--- src/pic_pkg.sv ---
// Package of constants and carrier types for the PLL input and IF counter pins
package pic_pkg;

  // =====================================================================
  // Clock and timing
  // =====================================================================
  localparam int unsigned CLK_MHZ       = 200;
  localparam int unsigned GATE_1_MS     = 1;
  localparam int unsigned GATE_4_MS     = 4;
  localparam int unsigned GATE_8_MS     = 8;
  localparam int unsigned GATE_32_MS    = 32;
  localparam int unsigned CYC_PER_MS    = CLK_MHZ * 1000;
  localparam int unsigned RESET_MIN_CYC = 1;
  localparam int unsigned CNT_W         = 24;

  // =====================================================================
  // Control word and setup field positions
  // =====================================================================
  localparam int unsigned CW1_BAND_LO  = 0;
  localparam int unsigned CW1_BAND_HI  = 1;
  localparam int unsigned CW1_FM_SEL   = 2;
  localparam int unsigned SETUP_GATE_LO = 0;
  localparam int unsigned SETUP_GATE_HI = 1;
  localparam int unsigned SETUP_MODE_LO = 2;
  localparam int unsigned SETUP_MODE_HI = 3;

  localparam logic [1:0] BAND_SW    = 2'h2;
  localparam logic [1:0] BAND_MW_LW = 2'h3;
  localparam logic [1:0] MODE_FREQ  = 2'h0;

  // =====================================================================
  // Types
  // =====================================================================
  typedef enum logic [1:0]
  {
    OSC_NONE  = 2'h0,
    OSC_FM    = 2'h1,
    OSC_AM_SW = 2'h2,
    OSC_AM_MW = 2'h3
  } pic_osc_e;

  typedef enum logic [1:0]
  {
    CNT_IDLE  = 2'h0,
    CNT_ARMED = 2'h1,
    CNT_GATE  = 2'h2,
    CNT_DONE  = 2'h3
  } pic_cnt_e;

  typedef struct packed
  {
    logic backup;
    logic halt;
    logic pll_stop;
  } pic_modes_s;

  typedef struct packed
  {
    logic drive;
    logic level;
  } pic_tri_s;

endpackage

--- src/pic_pins.sv ---
// Oscillator input select, phase comparator pin and IF counter control
`timescale 1ns/100ps

// How it works
// - Comparator pin drives high when divided oscillator is fast, low when slow.
// - Comparator pin floats when divided and reference frequencies are equal.
// - Comparator pin floats in backup, halt, PLL stop and after reset.
// - FM input reaches divider only when control word one selects it.
// - Reset pin held low long enough resets system and restarts program.
module pic_pins
#(
  parameter int unsigned CNT_W    = pic_pkg::CNT_W,
  parameter int unsigned GATE1_CY = pic_pkg::GATE_1_MS * pic_pkg::CYC_PER_MS,
  parameter int unsigned GATE4_CY = pic_pkg::GATE_4_MS * pic_pkg::CYC_PER_MS,
  parameter int unsigned GATE8_CY = pic_pkg::GATE_8_MS * pic_pkg::CYC_PER_MS,
  parameter int unsigned GATE32_CY = pic_pkg::GATE_32_MS * pic_pkg::CYC_PER_MS,
  parameter int unsigned RST_CY   = pic_pkg::RESET_MIN_CYC
)
(
  input  wire logic             clk,
  input  wire logic             nrst,
  input  wire logic             reset_input_pin_n,
  input  wire pic_pkg::pic_modes_s modes,
  input  wire logic             cw1_wr,
  input  wire logic [3:0]       pll_control_word_one,
  input  wire logic             div_fast,
  input  wire logic             div_slow,
  input  wire logic             fm_osc_input,
  input  wire logic             am_osc_input,
  input  wire logic             if_counter_input,
  input  wire logic             setup_wr,
  input  wire logic [3:0]       counter_setup_instruction,
  input  wire logic             counter_start_instruction,
  input  wire logic             count_end_clr,
  output logic                  divider_in,
  output pic_pkg::pic_osc_e     osc_sel,
  output logic                  phase_comparator_output_o,
  output logic                  phase_comparator_output_oe,
  output logic                  count_end_flag,
  output logic [CNT_W-1:0]      if_count,
  output logic                  sys_reset,
  output logic                  pc_restart
);

  // =====================================================================
  // Reset pin qualification
  // =====================================================================
  localparam int unsigned RCW = $clog2(RST_CY + 1) + 1;

  logic [RCW-1:0] rlow_r;
  logic           sysrst_r;
  logic           restart_r;
  logic           rst_hit;

  assign rst_hit = (rlow_r >= RCW'(RST_CY));

  // Count low cycles; RST_CY low samples in a row reset the system
  always_ff @(posedge clk or negedge nrst)
  begin
    if (!nrst)
    begin
      rlow_r    <= '0;
      sysrst_r  <= 1'b1;
      restart_r <= 1'b0;
    end
    else
    begin
      if (reset_input_pin_n)
        rlow_r <= '0;
      else if (!rst_hit)
        rlow_r <= rlow_r + RCW'(1);
      sysrst_r  <= rst_hit;
      restart_r <= sysrst_r && !rst_hit;
    end
  end

  assign sys_reset  = sysrst_r;
  assign pc_restart = restart_r;

  // =====================================================================
  // Oscillator input selection
  // =====================================================================
  logic [3:0] cw1_r;
  logic [1:0] band;
  logic       fm_on;
  pic_pkg::pic_osc_e osc_nxt;

  always_ff @(posedge clk or negedge nrst)
  begin
    if (!nrst)
      cw1_r <= 4'h0;
    else if (sysrst_r)
      cw1_r <= 4'h0;
    else if (cw1_wr)
      cw1_r <= pll_control_word_one;
  end

  assign fm_on = cw1_r[pic_pkg::CW1_FM_SEL];
  assign band  = cw1_r[pic_pkg::CW1_BAND_HI:pic_pkg::CW1_BAND_LO];
  assign osc_nxt = fm_on                    ? pic_pkg::OSC_FM    :
                   (band == pic_pkg::BAND_SW)    ? pic_pkg::OSC_AM_SW :
                   (band == pic_pkg::BAND_MW_LW) ? pic_pkg::OSC_AM_MW :
                   pic_pkg::OSC_NONE;
  assign osc_sel = osc_nxt;

  // Inputs disabled in low-power modes
  assign divider_in = (modes.backup || modes.halt || modes.pll_stop) ? 1'b0 :
                      (osc_nxt == pic_pkg::OSC_FM) ? fm_osc_input :
                      (osc_nxt == pic_pkg::OSC_NONE) ? 1'b0 :
                      am_osc_input;

  // =====================================================================
  // Phase comparator three-state pin
  // =====================================================================
  pic_pkg::pic_tri_s eo_r;
  pic_pkg::pic_tri_s eo_nxt;
  logic              eo_quiet;

  assign eo_quiet = modes.backup || modes.halt || modes.pll_stop ||
                    sysrst_r;
  assign eo_nxt.drive = !eo_quiet && (div_fast ^ div_slow);
  assign eo_nxt.level = div_fast;

  // Registered so the pin never glitches between high and low
  always_ff @(posedge clk or negedge nrst)
  begin
    if (!nrst)
      eo_r <= '0;
    else
      eo_r <= eo_nxt;
  end

  assign phase_comparator_output_o  = eo_r.level && eo_r.drive;
  assign phase_comparator_output_oe = eo_r.drive;

  // =====================================================================
  // IF counter: setup, gate and edge counting
  // =====================================================================
  logic [3:0]      setup_r;
  logic [1:0]      gsel;
  logic            freq_mode;
  logic [CNT_W-1:0] gate_len;
  logic            gate_load;
  logic            gate_done;
  logic            if_d_r;
  logic            if_rise;
  logic            flag_r;
  logic [CNT_W-1:0] cnt_r;
  pic_pkg::pic_cnt_e st_r;
  pic_pkg::pic_cnt_e st_nxt;

  // Gate length lookup for the four gate settings
  function automatic logic [CNT_W-1:0] gate_cycles(input logic [1:0] s);
    unique case (s)
      2'h0: gate_cycles = CNT_W'(GATE1_CY);
      2'h1: gate_cycles = CNT_W'(GATE4_CY);
      2'h2: gate_cycles = CNT_W'(GATE8_CY);
      2'h3: gate_cycles = CNT_W'(GATE32_CY);
    endcase
  endfunction

  assign gsel      = setup_r[pic_pkg::SETUP_GATE_HI:pic_pkg::SETUP_GATE_LO];
  assign freq_mode = setup_r[pic_pkg::SETUP_MODE_HI:pic_pkg::SETUP_MODE_LO]
                     == pic_pkg::MODE_FREQ;
  assign gate_len  = gate_cycles(gsel);
  assign gate_load = (st_r == pic_pkg::CNT_IDLE ||
                      st_r == pic_pkg::CNT_DONE) &&
                     counter_start_instruction && freq_mode &&
                     !sysrst_r;
  assign if_rise   = if_counter_input && !if_d_r;

  // Sequence: idle, armed, gate open, done
  always_comb
  begin
    st_nxt = st_r;
    unique case (st_r)
      pic_pkg::CNT_IDLE,
      pic_pkg::CNT_DONE:  if (gate_load) st_nxt = pic_pkg::CNT_ARMED;
      pic_pkg::CNT_ARMED: st_nxt = pic_pkg::CNT_GATE;
      pic_pkg::CNT_GATE:  if (gate_done) st_nxt = pic_pkg::CNT_DONE;
    endcase
    if (sysrst_r)
      st_nxt = pic_pkg::CNT_IDLE;
  end

  pic_gate_timer #(.W(CNT_W)) u_gate
  (
    .clk  (clk),
    .nrst (nrst),
    .load (gate_load),
    .len  (gate_len),
    .done (gate_done)
  );

  // Counter state; flag set wins over a clear in the same cycle
  always_ff @(posedge clk or negedge nrst)
  begin
    if (!nrst)
    begin
      setup_r <= 4'h0;
      if_d_r  <= 1'b0;
      st_r    <= pic_pkg::CNT_IDLE;
      flag_r  <= 1'b0;
      cnt_r   <= '0;
    end
    else
    begin
      if_d_r <= if_counter_input;
      st_r   <= st_nxt;
      if (sysrst_r)
        setup_r <= 4'h0;
      else if (setup_wr)
        setup_r <= counter_setup_instruction;
      if (gate_load)
        cnt_r <= '0;
      // Armed cycle excluded, so exactly the gate length is counted
      else if (st_r == pic_pkg::CNT_GATE && if_rise)
        cnt_r <= cnt_r + CNT_W'(1);
      if (st_r == pic_pkg::CNT_GATE && gate_done)
        flag_r <= 1'b1;
      else if (count_end_clr || gate_load || sysrst_r)
        flag_r <= 1'b0;
    end
  end

  assign count_end_flag = flag_r;
  assign if_count       = cnt_r;

endmodule

--- src/pic_gate_timer.sv ---
// Gate time counter for the IF frequency measurement
`timescale 1ns/100ps

module pic_gate_timer
#(
  parameter int unsigned W = pic_pkg::CNT_W
)
(
  input  wire logic         clk,
  input  wire logic         nrst,
  input  wire logic         load,
  input  wire logic [W-1:0] len,
  output logic              done
);

  logic [W-1:0] cnt_r;
  logic         run_r;
  logic         done_r;

  // =====================================================================
  // Down counter, done pulses on the last cycle of the gate
  // =====================================================================
  always_ff @(posedge clk or negedge nrst)
  begin
    if (!nrst)
    begin
      cnt_r  <= '0;
      run_r  <= 1'b0;
      done_r <= 1'b0;
    end
    else
    begin
      done_r <= run_r && (cnt_r == W'(1));
      if (load)
      begin
        cnt_r <= len;
        run_r <= 1'b1;
      end
      else if (run_r)
      begin
        cnt_r <= cnt_r - W'(1);
        run_r <= (cnt_r != W'(1));
      end
    end
  end

  assign done = done_r;

endmodule

--- config.mk ---
export PLATFORM = sky130hd
export DESIGN_NAME = pic_pins
export DESIGN_NICKNAME = d
export VERILOG_FILES = /design/src/pic_pkg.sv /design/src/pic_pins.sv /design/src/pic_gate_timer.sv
export SDC_FILE = /design/constraint.sdc
export NUM_CORES = 1
export LEC_CHECK = 0
export BUFFER_PORTS_ARGS = -buffer_cell sky130_fd_sc_hd__buf_4
export CAP_MARGIN = 20
export CORE_MARGIN = 3
export CORE_UTILIZATION = 30
export DETAILED_ROUTE_END_ITERATION = 16
export GPL_TIMING_DRIVEN = 1
export PLACE_DENSITY_LB_ADDON = 0.08
export SLEW_MARGIN = 20
export SYNTH_ARGS = -nofsm -noshare
export SYNTH_HDL_FRONTEND = slang
export SYNTH_SLANG_ARGS = --single-unit
--- constraint.sdc ---
create_clock -name clk -period 2.45 [get_ports clk]
set_input_delay 0.3675 -clock clk [delete_from_list [all_inputs] [get_ports clk]]
set_output_delay 0.3675 -clock clk [all_outputs]
set_load 0.03 [all_outputs]
==> qor.csv, run 1 <==
stage,metric,value,unit
cells_and_area,syn_to_final_growth,26.9,%
cells_and_area,regArea,1680,um^2
global_routing,grtUsageTotal,12.3,%
setup_path,critical_path_class,flop to flop,
cells_and_area,multi_input_area,1530,um^2
routing,drc,0,
timing,fin_crit_sh,96.4,%
power,switching_share,34.9,%
timing,min_period,2.36,ns
logic_synthesis,syn_area,3290,um^2
clock_tree,cts_tree,yes,
logic_synthesis,syn_area_per_cell,10.1,um^2
power,combPwrFrac,32.6,%
clock_tree,postCtsHoldBufs,0,
power,cellLeakagePower,1.97,nW
cells_and_area,nFillCells,1062,
logic_synthesis,synthFlopType,dfrtp_1,
logic_synthesis,syn-instance-count,327,
routing,wl_per_cell,13.1,um
global_routing,antenna_found_initial,0,
setup_path,crit_arrival,2.58,ns
routing,drtPass1Iterations,3,
routing,drt_wl_total,7.06,mm
placed_design,gp_congestion,0.740,
global_routing,first_global_vias,2583,
setup_path,rrSetupSlack,0.09,ns
power,p_per_area,939,nW/um^2
clock_tree,post_cts_resized,0,
placed_design,hpwl,5.09,mm
power,max-vdd-ir-drop,0.000392,V
floorplanning,dieArea,12200,um^2
floorplanning,ios,55,
setup_path,worstPathRequired,2.66,ns
floorplanning,num_rows,37,
timing,tns,0,ns
floorplanning,floorplan.initialDensity,31.3,%
placed_design,io_buffers,53,
floorplanning,core_area,10500,um^2
setup_path,path_max_fanout,4,
clock_tree,cts_sinks,67,
logic_synthesis,synth.lib_cells_used.distinct,39,
timing,hold_violations,0,
clock_tree,clock_latency,0.33,ns
clock_tree,postCtsSetupBuffers,0,
cells_and_area,nNetsFinal,433,
cells_and_area,layout_common_cells,"70 x buf_4, 66 x dfrtp_1, 61 x nor2_1, 29 x xor2_1, 17 x a21oi_1",
timing,clock_skew,0.00621,ns
logic_synthesis,synth_seq_area_share,51.0,%
placed_design,dp.cells,524,
power,clkPwrFrac,25.4,%
cells_and_area,insertedDiodeCount,0,
cells_and_area,layout-drive-gt1-share,23.5,%
cells_and_area,design_area,4170,um^2
routing,viasPerCell,4.66,
routing,ant_nets,0,
clock_tree,cts_buffer_depth,2,
routing,vias,2518,
power,p_seq_share,42.0,%
timing,setup_viol,0,
timing,fin_hold_ws,0.00617,ns
hold_path,hp-class,input port to async pin,
floorplanning,die_h,111,um
logic_synthesis,synth_fp_nets,361,
cells_and_area,layoutNonFillerInstCount,540,
clock_tree,numCtsBuffers,9,
logic_synthesis,yosysWarnings,0,
placed_design,placed_area,3960,um^2
run,drv_cap,0,
clock_tree,root_buffer,clkbuf_8,
setup_path,endpoint_kind,flop,
timing,relSlewSlack,65.8,%
logic_synthesis,synthArstFlopShare,100,%
floorplanning,die_w,111,um
cells_and_area,final_common_cell,buf_4,
power,internal_power,2.55,mW
timing,drv_slew,0,
logic_synthesis,ys_ff_latch,67,
routing,drtIter0Drc,81,
global_routing,grt.overflow.total,0,
power,p_sw,1.37,mW
clock_tree,clkTransAtPathRegs,0.07,ns
logic_synthesis,synth_edf_count,0,
status,status,"complete, no violations",
clock_tree,h-tree-depth,3,
setup_path,critPathLaunchType,flop,
global_routing,grt_max_degree,38,
timing,worst_pin_slew,0.513,ns
timing,fmax,423,MHz
global_routing,grt_pass1_wl,12.4,mm
timing,rsz0062_at_grt,false,
## through the flow
stage | util [%] | total power, mW | worst slack, ns
2_1_floorplan | - | 2.52 | 0.132
3_3_place_gp | 37.7 | 2.95 | 0.0943
3_5_place_dp | 37.7 | 2.97 | 0.0918
4_1_cts | 39.7 | 4.00 | 0.0844
5_1_grt | 39.7 | 4.23 | 0.0179
6_report | 39.7 | 3.92 | 0.0872
## power by group through the flow
stage | registers, mW | clock network, mW | logic (mW)
floorplan | 1.68 | 0 | 0.850
global placement | 1.66 | 0 | 1.29
detailed placement | 1.66 | 0 | 1.31
CTS | 1.64 | 1.04 | 1.31
global route | 1.69 | 1.09 | 1.46
finish | 1.64 | 0.995 | 1.28
## final cells by class
| cell class | count | area share, % |
|---|---|---|
| Sequential cell | 67 | 40.2 |
| Multi-Input combinational cell | 239 | 36.6 |
| Timing Repair Buffer | 71 | 13.1 |
| Tap cell | 136 | 4.08 |
| Clock buffer | 11 | 3.15 |
| Clock inverter | 5 | 1.86 |
| Inverter | 11 | 0.990 |
## layer usage
metal | vias to the layer above | global-route usage [%] | wire [um]
met2 | 45 | 19.2 | 3260
li1 | 1264 | - | -
met3 | 10 | 3.98 | 355
met5 | - | 0 | 0
met4 | 0 | 3.69 | 93
met1 | 1199 | 16.3 | 3350
## kinds of logic after synthesis
kind of cell | synth area share [%]
AOI/OAI and AO/OA | 4.99
muxes | 3.05
buffers and inverters | 2.55
DFF | 51.0
xor gates and xnor gates | 12.0
and+or+nand+nor | 22.2
adders and majority gates | 4.19
## synth_stat cells (all sizes together) (5+ instances only)
cell type | count | area, um^2
nor3 | 6 | 30.0
xor2 | 29 | 254
nand4 | 12 | 75.1
clkbuf | 9 | 37.5
a21oi | 18 | 93.8
inv | 11 | 41.3
nor2 | 62 | 233
mux2i | 10 | 100
ha | 11 | 138
nand3 | 14 | 70.1
and3 | 5 | 31.3
dfrtp | 66 | 1650
nor4 | 7 | 43.8
xnor2 | 16 | 140
nand2 | 14 | 52.6
## worst paths after layout
kind | startpoint | endpoint | cells past startpoint
max | u_gate.cnt_r[8] | u_gate.cnt_r[21] | 5
min | nrst | if_count[14] | 1
max reg2reg | u_gate.cnt_r[8] | u_gate.cnt_r[21] | 5
min reg2reg | rlow_r[1] | rlow_r[1] | 2
max in group asynchronous | nrst | sys_reset | 2
min in group clk | div_fast | eo_r[0] | 1
## flip-flops by register name, summed over array words and instances, names as in the netlist, 2 cells and up
name	cells
cw1_r	3
if_count	24
rlow_r	2
setup_r	4
st_r	2
u_gate.cnt_r	24
## worst max-delay path, stage by stage, from the launching register on
cell     delay [ns]
dfrtp_1        0.40
or4_4          0.55
or4_4          0.56
or4_4          0.49
xor2_1         0.18
a21oi_2        0.07
Power figures use the tool's default switching activity.
==> inputs of run 2 (changes only) <==
--- a/config.mk
+++ b/config.mk
@@ -7,6 +7,8 @@
 export LEC_CHECK = 0
 export BUFFER_PORTS_ARGS = -buffer_cell sky130_fd_sc_hd__buf_4
 export CAP_MARGIN = 20
+export CELL_PAD_IN_SITES_DETAIL_PLACEMENT = 1
+export CELL_PAD_IN_SITES_GLOBAL_PLACEMENT = 2
 export CORE_MARGIN = 3
 export CORE_UTILIZATION = 30
 export DETAILED_ROUTE_END_ITERATION = 16
==> qor.csv, run 2 (synthesis results as in run 1) <==
stage,metric,value,unit,change
global_routing,grtUsageTotal,13.5,%,+1.2 points
cells_and_area,syn_to_final_growth,27.6,%,
setup_path,crit_slowest_cell,or4_4,,
floorplanning,floorplan.initialDensity,31.3,%,unchanged
setup_path,cp_num_buf_inv,0,,unchanged
clock_tree,cts_buffer_depth,2,,unchanged
clock_tree,h-tree-depth,3,,unchanged
clock_tree,root_buffer,clkbuf_8,,
routing,drtPass1Iterations,4,,+1
cells_and_area,insertedDiodeCount,0,,unchanged
timing,min_period,2.39,ns,+0.0261 ns
clock_tree,numCtsBuffers,9,,unchanged
global_routing,grt_max_degree,68,,+79%
floorplanning,die_w,111,um,unchanged
cells_and_area,nNetsFinal,428,,-1.2%
timing,layout_setup_ws,0.0610,ns,-0.0261 ns
placed_design,hpwl,5.49,mm,+8.0%
routing,wl_per_cell,14.8,um,+13%
placed_design,io_buffers,53,,unchanged
setup_path,path_max_fanout,4,,unchanged
power,max-vdd-ir-drop,0.000429,V,+9.5%
floorplanning,num_rows,37,,unchanged
setup_path,crit_arrival,2.66,ns,+0.08 ns
cells_and_area,layout-drive-gt1-share,23.3,%,-0.21 points
cells_and_area,layout_common_cells,"66 x dfrtp_1, 66 x buf_4, 61 x nor2_1, 28 x xor2_1, 17 x a21oi_1",,
cells_and_area,nFillCells,1214,,+14%
clock_tree,cts_sinks,67,,unchanged
status,status,"complete, no violations",,
timing,fmax,419,MHz,-1.1%
global_routing,antenna_found_initial,0,,unchanged
setup_path,crit_start,u_gate.cnt_r[6],,
setup_path,worstPathRequired,2.72,ns,+0.06 ns
setup_path,r2r_start,u_gate.cnt_r[6],,
timing,rsz0062_at_grt,false,,
timing,fin_crit_sh,97.5,%,+1.1 points
setup_path,cp_top_family,simple AND/OR/NAND/NOR gates,,
floorplanning,ios,55,,unchanged
timing,tns,0,ns,unchanged
timing,clock_skew,0.0129,ns,+0.00665 ns
floorplanning,die_h,111,um,unchanged
routing,viasPerCell,4.83,,+3.5%
routing,drtIter0Drc,55,,-32%
power,p_per_area,1000,nW/um^2,+6.8%
run,drv_cap,0,,unchanged
global_routing,grt_pass1_wl,13.7,mm,+10%
hold_path,hp-class,input port to async pin,,
routing,drt_wl_total,7.89,mm,+12%
timing,worst_pin_slew,0.889,ns,+0.377 ns
setup_path,cp_cell_sequence,or4_4 -> or4_4 -> or4_4 -> xor2_2 -> a21oi_2,,
setup_path,critPathLaunchType,flop,,
placed_design,dp_slack,0.0665,ns,-0.0252 ns
global_routing,first_global_vias,2798,,+8.3%
setup_path,cpMostUsedCell,or4_4,,
routing,drc,0,,unchanged
global_routing,grt.overflow.total,0,,unchanged
timing,fin_hold_ws,0.141,ns,+0.134 ns
clock_tree,clock_latency,0.35,ns,+0.02 ns
power,cellLeakagePower,1.97,nW,+0.12%
timing,hold_violations,0,,unchanged
setup_path,critPathMaxStageDelay,0.56,ns,about the same
routing,ant_nets,0,,unchanged
setup_path,critical_path_class,flop to flop,,
placed_design,gp_congestion,0.730,,-1.4%
floorplanning,core_area,10500,um^2,unchanged
routing,vias,2583,,+2.6%
clock_tree,clkTransAtPathRegs,0.08,ns,about the same
timing,relSlewSlack,40.7,%,-25 points
setup_path,endpoint_kind,flop,,
timing,drv_slew,0,,unchanged
clock_tree,cts_tree,yes,,
clock_tree,postCtsHoldBufs,0,,unchanged
timing,setup_viol,0,,unchanged
floorplanning,dieArea,12200,um^2,unchanged
run 2: changes by cell type in the layout (fill, tap and decap cells not counted):
cell       before  now
buf_12          1    0
buf_4          70   66
bufinv_16       2    4
clkbuf_1        2    0
clkbuf_8        9   10
clkinv_2        2    0
clkinv_4        0    1
xor2_1         29   28
xor2_2          0    1
run 2: final timing paths:
kind                                     to  depth (start not counted)  slack [ns]
min in group clk                     if_d_r                          1        0.14
hold reg to reg              count_end_flag                          1        0.52
hold / removal             u_gate.cnt_r[10]                          1        0.14
setup reg to reg           u_gate.cnt_r[21]                          5        0.06
setup / recovery           u_gate.cnt_r[21]                          5        0.06
max in group asynchronous  u_gate.cnt_r[19]                          1        1.72
run 2: cell type report:
type / instances / area, um^2 / area share (%)
well taps: 136 / 170 / 4.06
flip-flops and latches: 67 / 1680 / 40.0
multi-input cells: 239 / 1540 / 36.6
clock buffers: 10 / 138 / 3.28
repair buffers: 66 / 495 / 11.8
inverters: 11 / 41.3 / 0.984
clock inverters: 6 / 136 / 3.25
run 2: through the flow:
stage | total power, mW | instances | util, % | instance area [um^2]
after global routing | 4.50 | 535 | 39.9 | 4190
after detailed placement | 2.98 | 519 | 37.2 | 3910
after floorplan | 2.52 | 327 | - | 3290
final | 4.20 | 535 | 39.9 | 4190
after global placement | 2.93 | 519 | 37.2 | 3910
after CTS | 4.28 | 535 | 39.8 | 4190
run 2: what timing repair did:
| item | in CTS | in global routing |
|---|---|---|
| setup endpoints to repair | 0 | 1 |
| gates resized for setup | 0 | 1 |
| buffers inserted | 0 | 0 |
run 2: report_power, final:
part / switching, mW / total (mW) / internal [mW]
Sequential: 0.260 / 1.66 / 1.40
Clock: 0.454 / 1.26 / 0.809
Combinational: 0.722 / 1.28 / 0.560
run 2: layer usage:
| metal | vias up | GRT usage, % | wire length [um] |
|---|---|---|---|
| li1 | 1241 | - | - |
| met4 | 0 | 4.27 | 99 |
| met1 | 1286 | 18.2 | 3720 |
| met5 | - | 0 | 0 |
| met3 | 11 | 3.38 | 317 |
| met2 | 45 | 21.5 | 3750 |
==> inputs of run 3 (changes only) <==
--- a/config.mk
+++ b/config.mk
@@ -8,7 +8,7 @@
 export BUFFER_PORTS_ARGS = -buffer_cell sky130_fd_sc_hd__buf_4
 export CAP_MARGIN = 20
 export CELL_PAD_IN_SITES_DETAIL_PLACEMENT = 1
-export CELL_PAD_IN_SITES_GLOBAL_PLACEMENT = 2
+export CELL_PAD_IN_SITES_GLOBAL_PLACEMENT = 1
 export CORE_MARGIN = 3
 export CORE_UTILIZATION = 30
 export DETAILED_ROUTE_END_ITERATION = 16
==> qor.csv, run 3 (synthesis results as in run 1) <==
stage,metric,value,unit,change
status,status,"complete, no violations",,
floorplanning,num_rows,37,,unchanged
cells_and_area,layout_common_cells,"70 x buf_4, 66 x dfrtp_1, 61 x nor2_1, 28 x xor2_1, 17 x a21oi_1",,
setup_path,endpoint_kind,flop,,
timing,tns,0,ns,unchanged
timing,min_period,2.37,ns,-0.0181 ns
power,p_sw,1.43,mW,-0.34%
floorplanning,core_area,10500,um^2,unchanged
hold_path,hp-class,input port to async pin,,
timing,setup_viol,0,,unchanged
timing,worst_pin_slew,0.881,ns,-0.00797 ns
routing,drt_wl_total,7.75,mm,-1.8%
clock_tree,h-tree-depth,3,,unchanged
run,drv_cap,0,,unchanged
timing,clock_skew,0.00928,ns,-0.00358 ns
setup_path,worst_r2r_endpoint,u_gate.cnt_r[21],,
routing,met2WireLength,3.60,mm,-4.1%
routing,viasPerCell,4.83,,+0.10%
cells_and_area,syn_to_final_growth,26.1,%,
cells_and_area,nNetsFinal,432,,+0.93%
timing,fin_crit_sh,96.8,%,-0.74 points
setup_path,critical_path_class,flop to flop,,
routing,drtPass1Iterations,4,,unchanged
placed_design,hpwl,5.38,mm,-2.0%
floorplanning,dieArea,12200,um^2,unchanged
global_routing,grtUsageTotal,13.3,%,-0.22 points
timing,fin_hold_ws,0.129,ns,-0.0112 ns
power,clkPwrFrac,24.0,%,-6.0 points
power,p_seq_share,42.5,%,+3.0 points
global_routing,grt.overflow.total,0,,unchanged
floorplanning,floorplan.initialDensity,31.3,%,unchanged
setup_path,rrSetupSlack,0.08,ns,+0.02 ns
setup_path,path_max_fanout,4,,unchanged
floorplanning,die_h,111,um,unchanged
global_routing,grt_pass1_wl,13.3,mm,-3.3%
clock_tree,clkTransAtPathRegs,0.07,ns,about the same
placed_design,gp_congestion,0.712,,-2.5%
timing,layout_setup_ws,0.0791,ns,+0.0181 ns
clock_tree,cts_sinks,67,,unchanged
cells_and_area,insertedDiodeCount,0,,unchanged
timing,fmax,422,MHz,+0.76%
clock_tree,clock_latency,0.35,ns,about the same
timing,rsz0062_at_grt,false,,
setup_path,critPathLaunchType,flop,,
timing,drv_slew,0,,unchanged
cells_and_area,design_area,4140,um^2,-1.2%
cells_and_area,nFillCells,1206,,-0.66%
clock_tree,numCtsBuffers,9,,unchanged
clock_tree,postCtsHoldBufs,0,,unchanged
clock_tree,cts_buffer_depth,2,,unchanged
power,max-vdd-ir-drop,0.000396,V,-7.7%
power,switching_share,36.6,%,+2.5 points
global_routing,grt_max_degree,68,,unchanged
routing,drc,0,,unchanged
cells_and_area,final_common_cell,buf_4,,
power,p_per_area,943,nW/um^2,-5.9%
timing,relSlewSlack,41.2,%,+0.53 points
setup_path,crit_arrival,2.58,ns,-0.08 ns
floorplanning,die_w,111,um,unchanged
floorplanning,ios,55,,unchanged
clock_tree,root_buffer,clkbuf_8,,
routing,wl_per_cell,14.4,um,-2.6%
placed_design,placed_area,3930,um^2,+0.38%
routing,ant_nets,0,,unchanged
cells_and_area,layout-drive-gt1-share,23.8,%,+0.51 points
power,cellLeakagePower,1.96,nW,-0.74%
setup_path,r2r_cells,5,,unchanged
routing,drtIter0Drc,107,,+95%
routing,routed.top_layer,met4,,
power,combPwrFrac,33.5,%,+3.0 points
global_routing,antenna_found_initial,0,,unchanged
power,total_power,3.91,mW,-7.0%
routing,route.met3.wl,382,um,+21%
routing,vias,2605,,+0.85%
placed_design,dp_slack,0.0359,ns,-0.0306 ns
power,internal_power,2.48,mW,-11%
clock_tree,cts_tree,yes,,
setup_path,worstPathRequired,2.66,ns,-0.06 ns
routing,wl_met1,3.66,mm,-1.9%
placed_design,io_buffers,53,,unchanged
global_routing,first_global_vias,2712,,-3.1%
setup_path,r2r_start,u_gate.cnt_r[6],,
timing,hold_violations,0,,unchanged
## run 3: cell types whose count changed in the layout (fill, tap and decap cells not counted)
| cell | previous run | this run |
|---|---|---|
| clkinv_2 | 0 | 3 |
| clkbuf_1 | 0 | 1 |
| clkinv_4 | 1 | 0 |
| buf_4 | 66 | 70 |
| bufinv_16 | 4 | 1 |
## run 3: worst max path at each step
stage                        to            start  slack (ns)  cells after the start
2_1_floorplan  u_gate.cnt_r[21]  u_gate.cnt_r[6]        0.13                      5
3_3_place_gp   u_gate.cnt_r[21]  u_gate.cnt_r[6]        0.09                      5
6_report       u_gate.cnt_r[21]  u_gate.cnt_r[6]        0.08                      5
4_1_cts        u_gate.cnt_r[21]  u_gate.cnt_r[6]        0.03                      5
5_1_grt        u_gate.cnt_r[21]  u_gate.cnt_r[6]        0.02                      5
3_5_place_dp   u_gate.cnt_r[21]  u_gate.cnt_r[6]        0.04                      5
## run 3: per-layer routing
metal,vias up,GRT usage [%]
met3,9,4.09
li1,1252,-
met5,-,0
met2,55,20.4
met4,0,5.17
met1,1289,17.6
## run 3: power by group through the flow
stage / registers, mW / logic, mW / clock network (mW)
final: 1.66 / 1.31 / 0.938
after global routing: 1.71 / 1.48 / 1.02
after CTS: 1.67 / 1.31 / 0.979
after detailed placement: 1.68 / 1.31 / 0
after global placement: 1.66 / 1.28 / 0
after floorplan: 1.68 / 0.850 / 0
## run 3: layout make-up
type	count	area [um^2]	area share (%)
Tap cell	136	170	4.11
Clock inverter	5	52.6	1.27
Clock buffer	11	141	3.41
Timing Repair Buffer	70	526	12.7
Inverter	11	41.3	0.996
Multi-Input combinational cell	239	1540	37.0
Sequential cell	67	1680	40.5
## run 3: worst max-delay path, cell delays in order (launching register included)
cell     delay (ns)
dfrtp_1        0.42
or4_4          0.53
or4_4          0.56
or4_4          0.51
xor2_2         0.15
a21oi_2        0.07
## run 3: timing repair
item / CTS / global route
setup buffers: 0 / 2
setup endpoints to repair: 0 / 1
gates resized for setup: 0 / 1
## run 3: stage by stage
| stage | util [%] | instances |
|---|---|---|
| finish | 39.4 | 539 |
| floorplan | - | 327 |
| CTS | 39.2 | 537 |
| global route | 39.4 | 539 |
| detailed placement | 37.4 | 521 |
| global placement | 37.4 | 521 |
